### src/adcc_defs.vh
// register map, field positions and encodings of the conversion control block
`ifndef ADCC_DEFS_VH
`define ADCC_DEFS_VH

// ----------------------------------------------------------------------------
// register byte addresses
// ----------------------------------------------------------------------------
`define ADCC_A_SC1      12'h000
`define ADCC_A_SC2      12'h004
`define ADCC_A_RH       12'h008
`define ADCC_A_RL       12'h00c
`define ADCC_A_CVH      12'h010
`define ADCC_A_CVL      12'h014
`define ADCC_A_CFG      12'h018
`define ADCC_A_PD2      12'h01c
`define ADCC_A_PD3      12'h020

// ----------------------------------------------------------------------------
// status_control_one fields
// ----------------------------------------------------------------------------
`define ADCC_SC1_CONVERSION_COMPLETE_FLAG   7
`define ADCC_SC1_COMPLETE_IRQ_ENABLE   6
`define ADCC_SC1_CONT   5
`define ADCC_CH_W       5
`define ADCC_CH_OFF     5'h1f

// ----------------------------------------------------------------------------
// status_control_two fields
// ----------------------------------------------------------------------------
`define ADCC_SC2_ACT    7
`define ADCC_SC2_HWT    6
`define ADCC_SC2_CMPE   5
`define ADCC_SC2_CMPGT  4

// ----------------------------------------------------------------------------
// config_register fields and encodings
// ----------------------------------------------------------------------------
`define ADCC_CFG_DIV_HI 6
`define ADCC_CFG_DIV_LO 5
`define ADCC_CFG_MD_HI  3
`define ADCC_CFG_MD_LO  2
`define ADCC_CFG_IC_HI  1
`define ADCC_CFG_IC_LO  0
`define ADCC_MODE_8     2'h0
`define ADCC_MODE_12    2'h1
`define ADCC_MODE_10    2'h2
`define ADCC_ICLK_BUS   2'h0
`define ADCC_ICLK_BUS2  2'h1
`define ADCC_ICLK_ALT   2'h2
`define ADCC_ICLK_ASYNC 2'h3

// ----------------------------------------------------------------------------
// reset values and conversion timing in conversion_clock ticks
// ----------------------------------------------------------------------------
`define ADCC_RST8       8'h00
`define ADCC_SAMPLE_T   6'h04
`define ADCC_STEP_W     6
`define ADCC_APPROX_12  6'h0c
`define ADCC_APPROX_9   6'h09

`endif

### src/adcc_top.v
// successive-approximation converter control with apb registers and pin control
`timescale 1ns/1ps
`default_nettype none
`include "adcc_defs.vh"
module adcc_top (
    // clock and reset
    input  wire        sys_clk,
    input  wire        resetn,
    input  wire        clk_en,
    // apb slave
    input  wire        psel,
    input  wire        penable,
    input  wire        pwrite,
    input  wire [11:0] paddr,
    input  wire [31:0] pwdata,
    output wire        pready,
    output wire        pslverr,
    output reg  [31:0] prdata,
    // clocks and trigger from outside
    input  wire        alternate_clock,
    input  wire        async_conv_clock,
    input  wire        hw_trigger_input,
    input  wire        stop_mode,
    // analog core
    output reg  [4:0]  ana_channel_ff,
    output reg         ana_sample_ff,
    output reg         ana_power_ff,
    input  wire        sar_cmp,
    // pin control
    output wire [15:0] analog_pin_disable_bit,
    output wire [15:0] pin_pullup_off,
    output wire [15:0] pin_input_off,
    input  wire [15:0] port_pin_in,
    output wire [15:0] port_read_data,
    // interrupt
    output wire        conv_irq
);
    // ------------------------------------------------------------------------
    // state encoding
    // ------------------------------------------------------------------------
    localparam ST_IDLE   = 3'b001;
    localparam ST_SAMPLE = 3'b010;
    localparam ST_APPROX = 3'b100;

    reg  [7:0]  sc1_ff;
    reg  [7:0]  sc2_ff;
    reg  [7:0]  cfg_ff;
    reg  [7:0]  cvh_ff;
    reg  [7:0]  cvl_ff;
    reg  [7:0]  rh_ff;
    reg  [7:0]  rl_ff;
    reg  [7:0]  pd2_ff;
    reg  [7:0]  pd3_ff;
    reg         hi_read_ff;
    reg         trig_armed_ff;
    reg  [2:0]  state_ff;
    reg  [5:0]  step_ff;
    reg  [11:0] sar_ff;
    reg  [11:0] bit_ff;

    wire        conv_tick;
    wire        trig_rise;
    wire        alt_lvl;
    wire        alt_rise;
    wire        ack_lvl;
    wire        ack_rise;

    // ------------------------------------------------------------------------
    // helpers
    // ------------------------------------------------------------------------
    function is_wr;
        input [11:0] a;
        begin
            is_wr = psel & penable & pwrite & (paddr == a);
        end
    endfunction

    function is_rd;
        input [11:0] a;
        begin
            is_rd = psel & penable & ~pwrite & (paddr == a);
        end
    endfunction

    // ------------------------------------------------------------------------
    // apb access decode
    // ------------------------------------------------------------------------
    assign pready  = 1'b1;
    assign pslverr = 1'b0;

    wire        wr_sc1  = is_wr(`ADCC_A_SC1);
    wire        cfg_wr  = is_wr(`ADCC_A_SC2) | is_wr(`ADCC_A_CFG) |
                          is_wr(`ADCC_A_CVH) | is_wr(`ADCC_A_CVL);
    wire        rd_rh   = is_rd(`ADCC_A_RH);
    wire        rd_rl   = is_rd(`ADCC_A_RL);
    wire [4:0]  new_ch  = pwdata[`ADCC_CH_W-1:0];
    wire [4:0]  chan    = sc1_ff[`ADCC_CH_W-1:0];
    wire        ch_off  = (chan == `ADCC_CH_OFF);
    wire [1:0]  mode    = cfg_ff[`ADCC_CFG_MD_HI:`ADCC_CFG_MD_LO];
    wire        mode8   = (mode == `ADCC_MODE_8);
    wire        hw_mode = sc2_ff[`ADCC_SC2_HWT];
    wire        cont    = sc1_ff[`ADCC_SC1_CONT];
    wire        cmp_en  = sc2_ff[`ADCC_SC2_CMPE];
    wire        async_sel = (cfg_ff[`ADCC_CFG_IC_HI:`ADCC_CFG_IC_LO] == `ADCC_ICLK_ASYNC);
    wire        busy    = ~state_ff[0];

    // ------------------------------------------------------------------------
    // external inputs, synchronised
    // ------------------------------------------------------------------------
    adcc_sync u_trig (
        .sys_clk  (sys_clk),
        .resetn   (resetn),
        .clk_en   (clk_en),
        .async_in (hw_trigger_input),
        .level    (),
        .rise     (trig_rise)
    );

    adcc_sync u_alt (
        .sys_clk  (sys_clk),
        .resetn   (resetn),
        .clk_en   (clk_en),
        .async_in (alternate_clock),
        .level    (alt_lvl),
        .rise     (alt_rise)
    );

    // the async clock keeps ticking in stop, so stop does not abort it
    adcc_sync u_ack (
        .sys_clk  (sys_clk),
        .resetn   (resetn),
        .clk_en   (clk_en),
        .async_in (async_conv_clock),
        .level    (ack_lvl),
        .rise     (ack_rise)
    );

    adcc_clkdiv u_div (
        .sys_clk             (sys_clk),
        .resetn              (resetn),
        .clk_en              (clk_en),
        .run                 (busy),
        .input_clock_select  (cfg_ff[`ADCC_CFG_IC_HI:`ADCC_CFG_IC_LO]),
        .clock_divide_select (cfg_ff[`ADCC_CFG_DIV_HI:`ADCC_CFG_DIV_LO]),
        .alt_tick            (alt_rise),
        .async_tick          (ack_rise),
        .conv_tick_ff        (conv_tick)
    );

    // ------------------------------------------------------------------------
    // start, abort and result shaping
    // ------------------------------------------------------------------------
    wire sw_start = wr_sc1 & ~sc2_ff[`ADCC_SC2_HWT] &
                    (new_ch != `ADCC_CH_OFF);
    // a trigger edge while busy, or after a continuous sequence launched, is dropped
    wire hw_start = hw_mode & trig_rise & ~busy & ~ch_off & trig_armed_ff;
    wire abort    = cfg_wr | wr_sc1 | (stop_mode & ~async_sel);

    wire        done   = state_ff[2] & conv_tick & (step_ff == 6'h01);
    // the last trial bit is decided on the done tick itself, in every mode
    wire [11:0] raw    = sar_ff & ~(bit_ff & {12{~sar_cmp}});
    wire [11:0] raw_up2 = raw + 12'h002;
    wire [8:0]  raw_up1 = raw[11:3] + 9'h001;
    wire [11:0] rnd10  = {2'h0, raw_up2[11:2]};
    wire [11:0] rnd8   = {4'h0, raw_up1[8:1]};
    reg  [11:0] result;
    always @* begin
        case (mode)
            `ADCC_MODE_10: result = (raw[11:2] == 10'h3ff) ? 12'h3ff : rnd10;
            `ADCC_MODE_8:  result = (raw[11:4] == 8'hff) ? 12'h0ff : rnd8;
            default:       result = raw;
        endcase
    end
    wire [11:0] cmp_val = {cvh_ff[3:0], cvl_ff};
    wire        cmp_gte = (result >= cmp_val);
    wire        cmp_ok  = ~cmp_en |
                          (sc2_ff[`ADCC_SC2_CMPGT] ? cmp_gte : ~cmp_gte);
    wire [11:0] cmp_diff = result - cmp_val;
    wire        blocked  = hi_read_ff & ~mode8;
    wire        xfer     = done & cmp_ok & ~blocked;
    wire        restart  = done & ((cont & ~(blocked & ~cmp_ok)) |
                                   (blocked & cmp_ok) |
                                   (blocked & ~cmp_ok & cont));

    // ------------------------------------------------------------------------
    // conversion sequencer
    // ------------------------------------------------------------------------
    always @(posedge sys_clk or negedge resetn) begin
        if (!resetn) begin
            state_ff       <= ST_IDLE;
            step_ff        <= 6'h00;
            sar_ff         <= 12'h000;
            bit_ff         <= 12'h000;
            ana_sample_ff  <= 1'b0;
            ana_power_ff   <= 1'b0;
            ana_channel_ff <= 5'h00;
        end else if (clk_en) begin
            if ((abort | ch_off) & ~sw_start) begin
                state_ff      <= ST_IDLE;
                ana_sample_ff <= 1'b0;
                ana_power_ff  <= 1'b0;
            end else if (sw_start | hw_start | restart) begin
                state_ff       <= ST_SAMPLE;
                step_ff        <= `ADCC_SAMPLE_T;
                ana_sample_ff  <= 1'b1;
                ana_power_ff   <= 1'b1;
                ana_channel_ff <= sw_start ? new_ch : chan;
            end else if (done) begin
                state_ff     <= ST_IDLE;
                ana_power_ff <= 1'b0;
            end else if (conv_tick) begin
                case (state_ff)
                    ST_SAMPLE: begin
                        if (step_ff == 6'h01) begin
                            state_ff      <= ST_APPROX;
                            ana_sample_ff <= 1'b0;
                            sar_ff        <= mode8 ? 12'h800 : 12'h800;
                            bit_ff        <= 12'h800;
                            step_ff       <= mode8 ? `ADCC_APPROX_9 : `ADCC_APPROX_12;
                        end else begin
                            step_ff <= step_ff - 6'h01;
                        end
                    end
                    ST_APPROX: begin
                        // keep the trial bit when the comparator says input is above it
                        sar_ff  <= (sar_ff & ~(bit_ff & {12{~sar_cmp}})) | (bit_ff >> 1);
                        bit_ff  <= bit_ff >> 1;
                        step_ff <= step_ff - 6'h01;
                    end
                    default: state_ff <= ST_IDLE;
                endcase
            end
        end
    end

    // ------------------------------------------------------------------------
    // register file
    // ------------------------------------------------------------------------
    always @(posedge sys_clk or negedge resetn) begin
        if (!resetn) begin
            sc1_ff        <= 8'h1f;
            sc2_ff        <= `ADCC_RST8;
            cfg_ff        <= `ADCC_RST8;
            cvh_ff        <= `ADCC_RST8;
            cvl_ff        <= `ADCC_RST8;
            rh_ff         <= `ADCC_RST8;
            rl_ff         <= `ADCC_RST8;
            pd2_ff        <= `ADCC_RST8;
            pd3_ff        <= `ADCC_RST8;
            hi_read_ff    <= 1'b0;
            trig_armed_ff <= 1'b1;
        end else if (clk_en) begin
            if (wr_sc1) begin
                sc1_ff <= {1'b0, pwdata[6:0]};
            end else if (xfer) begin
                sc1_ff[`ADCC_SC1_CONVERSION_COMPLETE_FLAG] <= 1'b1;
            end else if (rd_rl) begin
                sc1_ff[`ADCC_SC1_CONVERSION_COMPLETE_FLAG] <= 1'b0;
            end
            if (is_wr(`ADCC_A_SC2)) sc2_ff <= {1'b0, pwdata[6:4], 4'h0};
            if (is_wr(`ADCC_A_CFG)) cfg_ff <= pwdata[7:0];
            if (is_wr(`ADCC_A_CVH)) cvh_ff <= {4'h0, pwdata[3:0]};
            if (is_wr(`ADCC_A_CVL)) cvl_ff <= pwdata[7:0];
            if (is_wr(`ADCC_A_PD2)) pd2_ff <= pwdata[7:0];
            if (is_wr(`ADCC_A_PD3)) pd3_ff <= pwdata[7:0];
            if (xfer) begin
                rh_ff <= cmp_en ? {4'h0, cmp_diff[11:8]} : {4'h0, result[11:8]};
                rl_ff <= cmp_en ? cmp_diff[7:0] : result[7:0];
            end
            if (rd_rh & ~mode8) begin
                hi_read_ff <= 1'b1;
            end else if (rd_rl | is_wr(`ADCC_A_CFG)) begin
                hi_read_ff <= 1'b0;
            end
            // a continuous hardware sequence re-arms only when stopped
            if (hw_start & cont) begin
                trig_armed_ff <= 1'b0;
            end else if (abort | ~cont | ~busy & ~restart) begin
                trig_armed_ff <= 1'b1;
            end
        end
    end

    always @(posedge sys_clk or negedge resetn) begin
        if (!resetn) begin
            prdata <= 32'h00000000;
        end else if (clk_en & psel & ~penable & ~pwrite) begin
            case (paddr)
                `ADCC_A_SC1: prdata <= {24'h0, sc1_ff};
                `ADCC_A_SC2: prdata <= {24'h0, busy, sc2_ff[6:0]};
                `ADCC_A_RH:  prdata <= {24'h0, rh_ff};
                `ADCC_A_RL:  prdata <= {24'h0, rl_ff};
                `ADCC_A_CVH: prdata <= {24'h0, cvh_ff};
                `ADCC_A_CVL: prdata <= {24'h0, cvl_ff};
                `ADCC_A_CFG: prdata <= {24'h0, cfg_ff};
                `ADCC_A_PD2: prdata <= {24'h0, pd2_ff};
                `ADCC_A_PD3: prdata <= {24'h0, pd3_ff};
                default:     prdata <= 32'h00000000;
            endcase
        end
    end

    // ------------------------------------------------------------------------
    // pin control and interrupt
    // ------------------------------------------------------------------------
    assign analog_pin_disable_bit = {pd3_ff, pd2_ff};
    // pullup control is active high: a set disable bit turns the pin pullup off
    assign pin_pullup_off = {pd3_ff, pd2_ff};
    assign pin_input_off  = {pd3_ff, pd2_ff};
    assign port_read_data = port_pin_in & ~{pd3_ff, pd2_ff};
    assign conv_irq       = sc1_ff[`ADCC_SC1_CONVERSION_COMPLETE_FLAG] & sc1_ff[`ADCC_SC1_COMPLETE_IRQ_ENABLE];

    wire unused_ok = alt_lvl | ack_lvl;
endmodule // adcc_top
`default_nettype wire

### src/adcc_clkdiv.v
// conversion clock source selection and post-divider, as a tick enable
`timescale 1ns/1ps
`default_nettype none
`include "adcc_defs.vh"
module adcc_clkdiv (
    // clock and reset
    input  wire       sys_clk,
    input  wire       resetn,
    input  wire       clk_en,
    // control
    input  wire       run,
    input  wire [1:0] input_clock_select,
    input  wire [1:0] clock_divide_select,
    input  wire       alt_tick,
    input  wire       async_tick,
    // output
    output reg        conv_tick_ff
);
    reg  [2:0] div_cnt_ff;
    reg        half_ff;
    reg        src_tick;
    reg  [2:0] div_max;

    always @* begin
        case (input_clock_select)
            `ADCC_ICLK_BUS:   src_tick = 1'b1;
            `ADCC_ICLK_BUS2:  src_tick = half_ff;
            `ADCC_ICLK_ALT:   src_tick = alt_tick;
            default:          src_tick = async_tick;
        endcase
        case (clock_divide_select)
            2'h0:    div_max = 3'h0;
            2'h1:    div_max = 3'h1;
            2'h2:    div_max = 3'h3;
            default: div_max = 3'h7;
        endcase
    end

    // generator idles with no conversion running to save power
    always @(posedge sys_clk or negedge resetn) begin
        if (!resetn) begin
            div_cnt_ff   <= 3'h0;
            half_ff      <= 1'b0;
            conv_tick_ff <= 1'b0;
        end else if (clk_en) begin
            half_ff      <= run & ~half_ff;
            conv_tick_ff <= 1'b0;
            if (!run) begin
                div_cnt_ff <= 3'h0;
            end else if (src_tick) begin
                if (div_cnt_ff >= div_max) begin
                    div_cnt_ff   <= 3'h0;
                    conv_tick_ff <= 1'b1;
                end else begin
                    div_cnt_ff <= div_cnt_ff + 3'h1;
                end
            end
        end
    end
endmodule // adcc_clkdiv
`default_nettype wire

### src/adcc_sync.v
// two-flop synchroniser with rising edge detect
`timescale 1ns/1ps
`default_nettype none
module adcc_sync (
    // clock and reset
    input  wire sys_clk,
    input  wire resetn,
    input  wire clk_en,
    // signal
    input  wire async_in,
    output wire level,
    output wire rise
);
    reg s1_ff;
    reg s2_ff;
    reg s3_ff;

    // only s2 and s3 feed logic; s1 may be metastable
    always @(posedge sys_clk or negedge resetn) begin
        if (!resetn) begin
            s1_ff <= 1'b0;
            s2_ff <= 1'b0;
            s3_ff <= 1'b0;
        end else if (clk_en) begin
            s1_ff <= async_in;
            s2_ff <= s1_ff;
            s3_ff <= s2_ff;
        end
    end
    assign level = s2_ff;
    assign rise  = s2_ff & ~s3_ff;
endmodule // adcc_sync
`default_nettype wire

### config.mk
export PLATFORM = sky130hd
export DESIGN_NAME = adcc_top
export DESIGN_NICKNAME = d
export VERILOG_FILES = /design/src/adcc_top.v /design/src/adcc_clkdiv.v /design/src/adcc_sync.v
export VERILOG_INCLUDE_DIRS = /design/src
export SDC_FILE = /design/constraint.sdc
export NUM_CORES = 1
export LEC_CHECK = 0
export ABC_CLOCK_PERIOD_IN_PS = 4300
export BUFFER_PORTS_ARGS = -buffer_cell sky130_fd_sc_hd__buf_2
export CELL_PAD_IN_SITES_DETAIL_PLACEMENT = 1
export CELL_PAD_IN_SITES_GLOBAL_PLACEMENT = 2
export CORE_MARGIN = 3
export CORE_UTILIZATION = 30
export DETAILED_ROUTE_END_ITERATION = 6
export PLACE_DENSITY_LB_ADDON = 0.1
export SLEW_MARGIN = 15
export SYNTH_ARGS = -nofsm -noshare
export SYNTH_HDL_FRONTEND = slang
export SYNTH_SLANG_ARGS = --single-unit
### constraint.sdc
create_clock -name sys_clk -period 4.3 [get_ports sys_clk]
set_input_delay 0 -clock sys_clk [delete_from_list [all_inputs] [get_ports sys_clk]]
set_output_delay 0 -clock sys_clk [all_outputs]
set_load 0.01 [all_outputs]
==> impl.org <==
** Die
- Initial Util :: 0.306
- Width of the chip :: 167 um
- The die covers 0.0278 sq mm.
- FP Rows :: 58
- The floorplan step set the die height to 167 um.
- Core footprint :: 0.0253 sq mm
- For this design the top-level I/O count stands at 177.

** Timing
- Min cycle time layout :: 4.04 ns
- Across all setup checks in the final design, the least slack found is 0.255 ns.
- Final Skew :: 0.0102 ns
- Pins over their slew limit :: 0
- Static timing analysis puts the maximum clock frequency at 0.247 GHz.
- Setup repair after global routing left no endpoint under its margin.
- In the finished design, the share of the clock period the worst path needs comes to 0.941.
- Sum of negative setup slack :: 0 ns
- Actual slew at the worst max-slew pin :: 0.945 ns
- Number of failing hold endpoints at the final stage :: 0
- Slew margin rel. :: 0.369
- Setup violations remaining at the end of the flow were counted as 0.

** Drt
- Wire length per cell after detailed routing :: 19.3 um
- Number of violations reported at the end of detailed-routing iteration 0 :: 372
- Final wirelength :: 25500 um
- The count of nets left with antenna violations once routing finished came out at 0.
- The detailed router placed 6762 vias in this run.
- Using the TritonRoute via totals, the vias-per-cell ratio works out to 5.13.
- In the routed design, unresolved DRC markers number 0.
- For this run, the detailed router's first-pass iteration total came to 4.

** Critical path
- Type of element launching the critical path :: register
- STA classifies the critical path endpoint as a register.
- Kind of critical path :: reg2reg
- Number of buffers and inverters on the critical path :: 1
- Series of cell instances along the critical path :: o21bai_1 -> nand3_2 -> or3_1 -> xnor2_1 -> nand2_1 -> and3_1 -> ha_1 -> nand4_1 -> a311oi_4 -> a2111o_1 -> o211ai_1 -> nor3_2 -> buf_6 -> mux2_2
- Crit Path Max Fanout :: 11
- Data arrives at the worst endpoint at 4.35 ns.
- Broken down by cell family, the worst path's largest delay share belongs to simple AND/OR/NAND/NOR gates.
- Worst path slowest cell :: sky130_fd_sc_hd__or3_1
- For this run, the slowest stage of the critical path takes 0.49 ns.
- Critical Path RT :: 4.61 ns

** Run status
- The flow ran to the end, and the final reports show no timing, DRC or antenna violations.

** Yosys
- Part of the Yosys area used for sequential elements :: 0.398
- Share of the synthesized area in the top cell type :: 0.374
- Instance count of the mapped netlist :: 847
- The Yosys step of the flow raised 0 warnings.
- Avg Cell Area, Syn :: 9.16 sq um
- EDFF count, synth :: 0
- Biggest area consumer among synthesized cells :: sky130_fd_sc_hd__dfrtp_1
- Share of synthesized registers carrying an async set or reset :: 1.00
- Cell types with the largest area share after synthesis :: sky130_fd_sc_hd__dfrtp_1, sky130_fd_sc_hd__mux2_2, sky130_fd_sc_hd__buf_4, sky130_fd_sc_hd__nand2_1, sky130_fd_sc_hd__o21ai_0
- Total standard cell area after synthesis :: 0.00776 sq mm
- Count of unique library cells instantiated by Yosys :: 78
- The most used flip-flop cell after synthesis is sky130_fd_sc_hd__dfrtp_1.
- #FFs+latches synth :: 123

** Cells and area
- The filler cells instantiated in the layout total 2954.
- Leaving out fill and tap cells, the most frequent cell in the layout is sky130_fd_sc_hd__buf_2.
- Share of layout cells above drive strength 1 :: 0.280
- Area of the multi-input gates :: 0.00417 sq mm
- Across the whole layout, storage elements account for 0.00309 sq mm.
- Relative to the synthesized area, the layout overhead comes to 21.2%.
- After the last flow step, the layout net total stands at 1068.
- Leading cell types in the layout, fill and taps excluded :: sky130_fd_sc_hd__buf_2, sky130_fd_sc_hd__dfrtp_1, sky130_fd_sc_hd__nand2_1
- 0 antenna diodes ended up in the layout.

** Clock network
- The tree is rooted in a sky130_fd_sc_hd__clkbuf_16.
- Clock Pin Slew Worst Setup and Hold Paths :: 0.07 ns
- The H-tree was split into 4 levels.
- Buffers inserted during clock tree synthesis total 17.
- Clock Latency Late Sink :: 0.43 ns
- CTS tree :: done
- Maximum number of buffers from clock root to sink :: 2
- The tree built by TritonCTS fans out to 123 sinks.

** Place
- Post-placement worst setup slack :: 0.134 ns
- Estimated wirelength of the detail-placed design :: 19800 um
- The count of buffers added on input and output ports is 126.
- Routability-driven placement finished with a final weighted congestion of 0.846.

** Global route
- The first global-routing pass estimated 40900 um of wire.
- Total congestion overflow after global routing :: 0
- The number of antenna violations at the first check in global routing is 0.
- Maximum number of pins on one net before global-route repair :: 58
- Vias in the first global route :: 7048
- Gr usage total :: 0.183

** Power and ir drop
- In this run the static leakage power is 4.44 nW.
- Dividing total power by cell area gives a power density of 289 mW/mm^2.
- Worst-case vdd ir drop :: 184 uV

** Job
- The tool flagged a number of max-cap violations equal to 0.

** Hold path
- Worst hold path class :: in2reg
layer usage:
layer	wire length, um	vias to the layer above	global-route usage
met5	0	-	0
met3	932	18	0.0309
met2	12700	133	0.317
li1	-	3214	-
met4	250	0	0.0377
met1	11600	3397	0.243
sequential cells by signal (all words and copies together) (netlist names), 3 cells and up:
signal and count:
step_ff 6, rh_ff 4, pd2_ff 8, sc1_ff 8, cfg_ff 8, prdata 8
ana_channel_ff 5, pd3_ff 8, sar_ff 12, rl_ff 8, cvh_ff 4, sc2_ff 3
cvl_ff 8, u_div.div_cnt_ff 3, bit_ff 12, state_ff 3
cell usage after synthesis (all sizes together), types with 6 or more instances:
cell,count
nand2,88
nor4,6
ha,20
a21oi,30
a22oi,26
nor2,46
xnor2,16
mux2,42
dfstp,7
nor2b,23
a22o,9
nand3b,6
nor3,24
clkbuf,17
nand2b,11
and2,6
and3,9
a31oi,7
nand4,14
o21ai,85
buf,66
inv,47
a21o,11
o211ai,6
nand3,17
mux2i,11
a21boi,8
dfrtp,116
where the power goes:
part           internal [W]  leakage (nW)  switching, W
registers           0.00118          1.56     0.0000122
clock network      0.000757         0.269      0.000627
logic             0.0000553          2.61     0.0000931
cell type report:
cell class | count | share of cell area
clock buffer | 17 | 0.0452
clock inverter | 15 | 0.0138
inverter | 47 | 0.0187
multi-input combinational | 618 | 0.443
sequential | 123 | 0.328
tap | 330 | 0.0439
timing repair buffer | 169 | 0.108
repair_timing:
item	4_1_cts	5_1_grt
resized for setup	0	22
hold buffers	12	0
endpoints found under the setup margin	0	28
buffers inserted	0	2
endpoints found under the hold margin	80	0
stage by stage:
stage	total power (W)	utilization	hold slack, ns	area [sq um]	std cells
2_1_floorplan	0.00128	-	-0.296	7850	871
3_3_place_gp	0.00135	0.340	0.127	8610	1273
3_5_place_dp	0.00135	0.340	0.125	8610	1273
4_1_cts	0.00276	0.367	0.0385	9290	1317
5_1_grt	0.00284	0.372	0.0740	9410	1319
6_report	0.00272	0.372	0.0530	9410	1319
kinds of logic (layout without fill, tap and decap cells):
family	Yosys count	after routing	synth area share
xor gates and xnor gates	21	21	0.0237
DFF	123	123	0.398
other	2	26	0.000967
muxes	53	53	0.0751
buffers and inverters	130	248	0.0946
adders and majority gates	21	21	0.0348
AOI/OAI and AO/OA	231	231	0.202
and+or+nand+nor	266	266	0.171
final timing paths:
check / startpoint / to / slack [ns] / cells past startpoint
worst min-delay path: clk_en / u_div.half_ff / 0.05 / 2
max in group asynchronous: resetn / state_ff[0] / 3.08 / 3
min in group asynchronous: resetn / u_alt.s1_ff / 0.18 / 2
worst max register to register: bit_ff[7] / rl_ff[4] / 0.26 / 14
worst max-delay path: bit_ff[7] / rl_ff[4] / 0.26 / 14
worst min register to register: ana_sample_ff / ana_sample_ff / 0.47 / 1
Note: power is estimated with default switching activity, not from simulation.
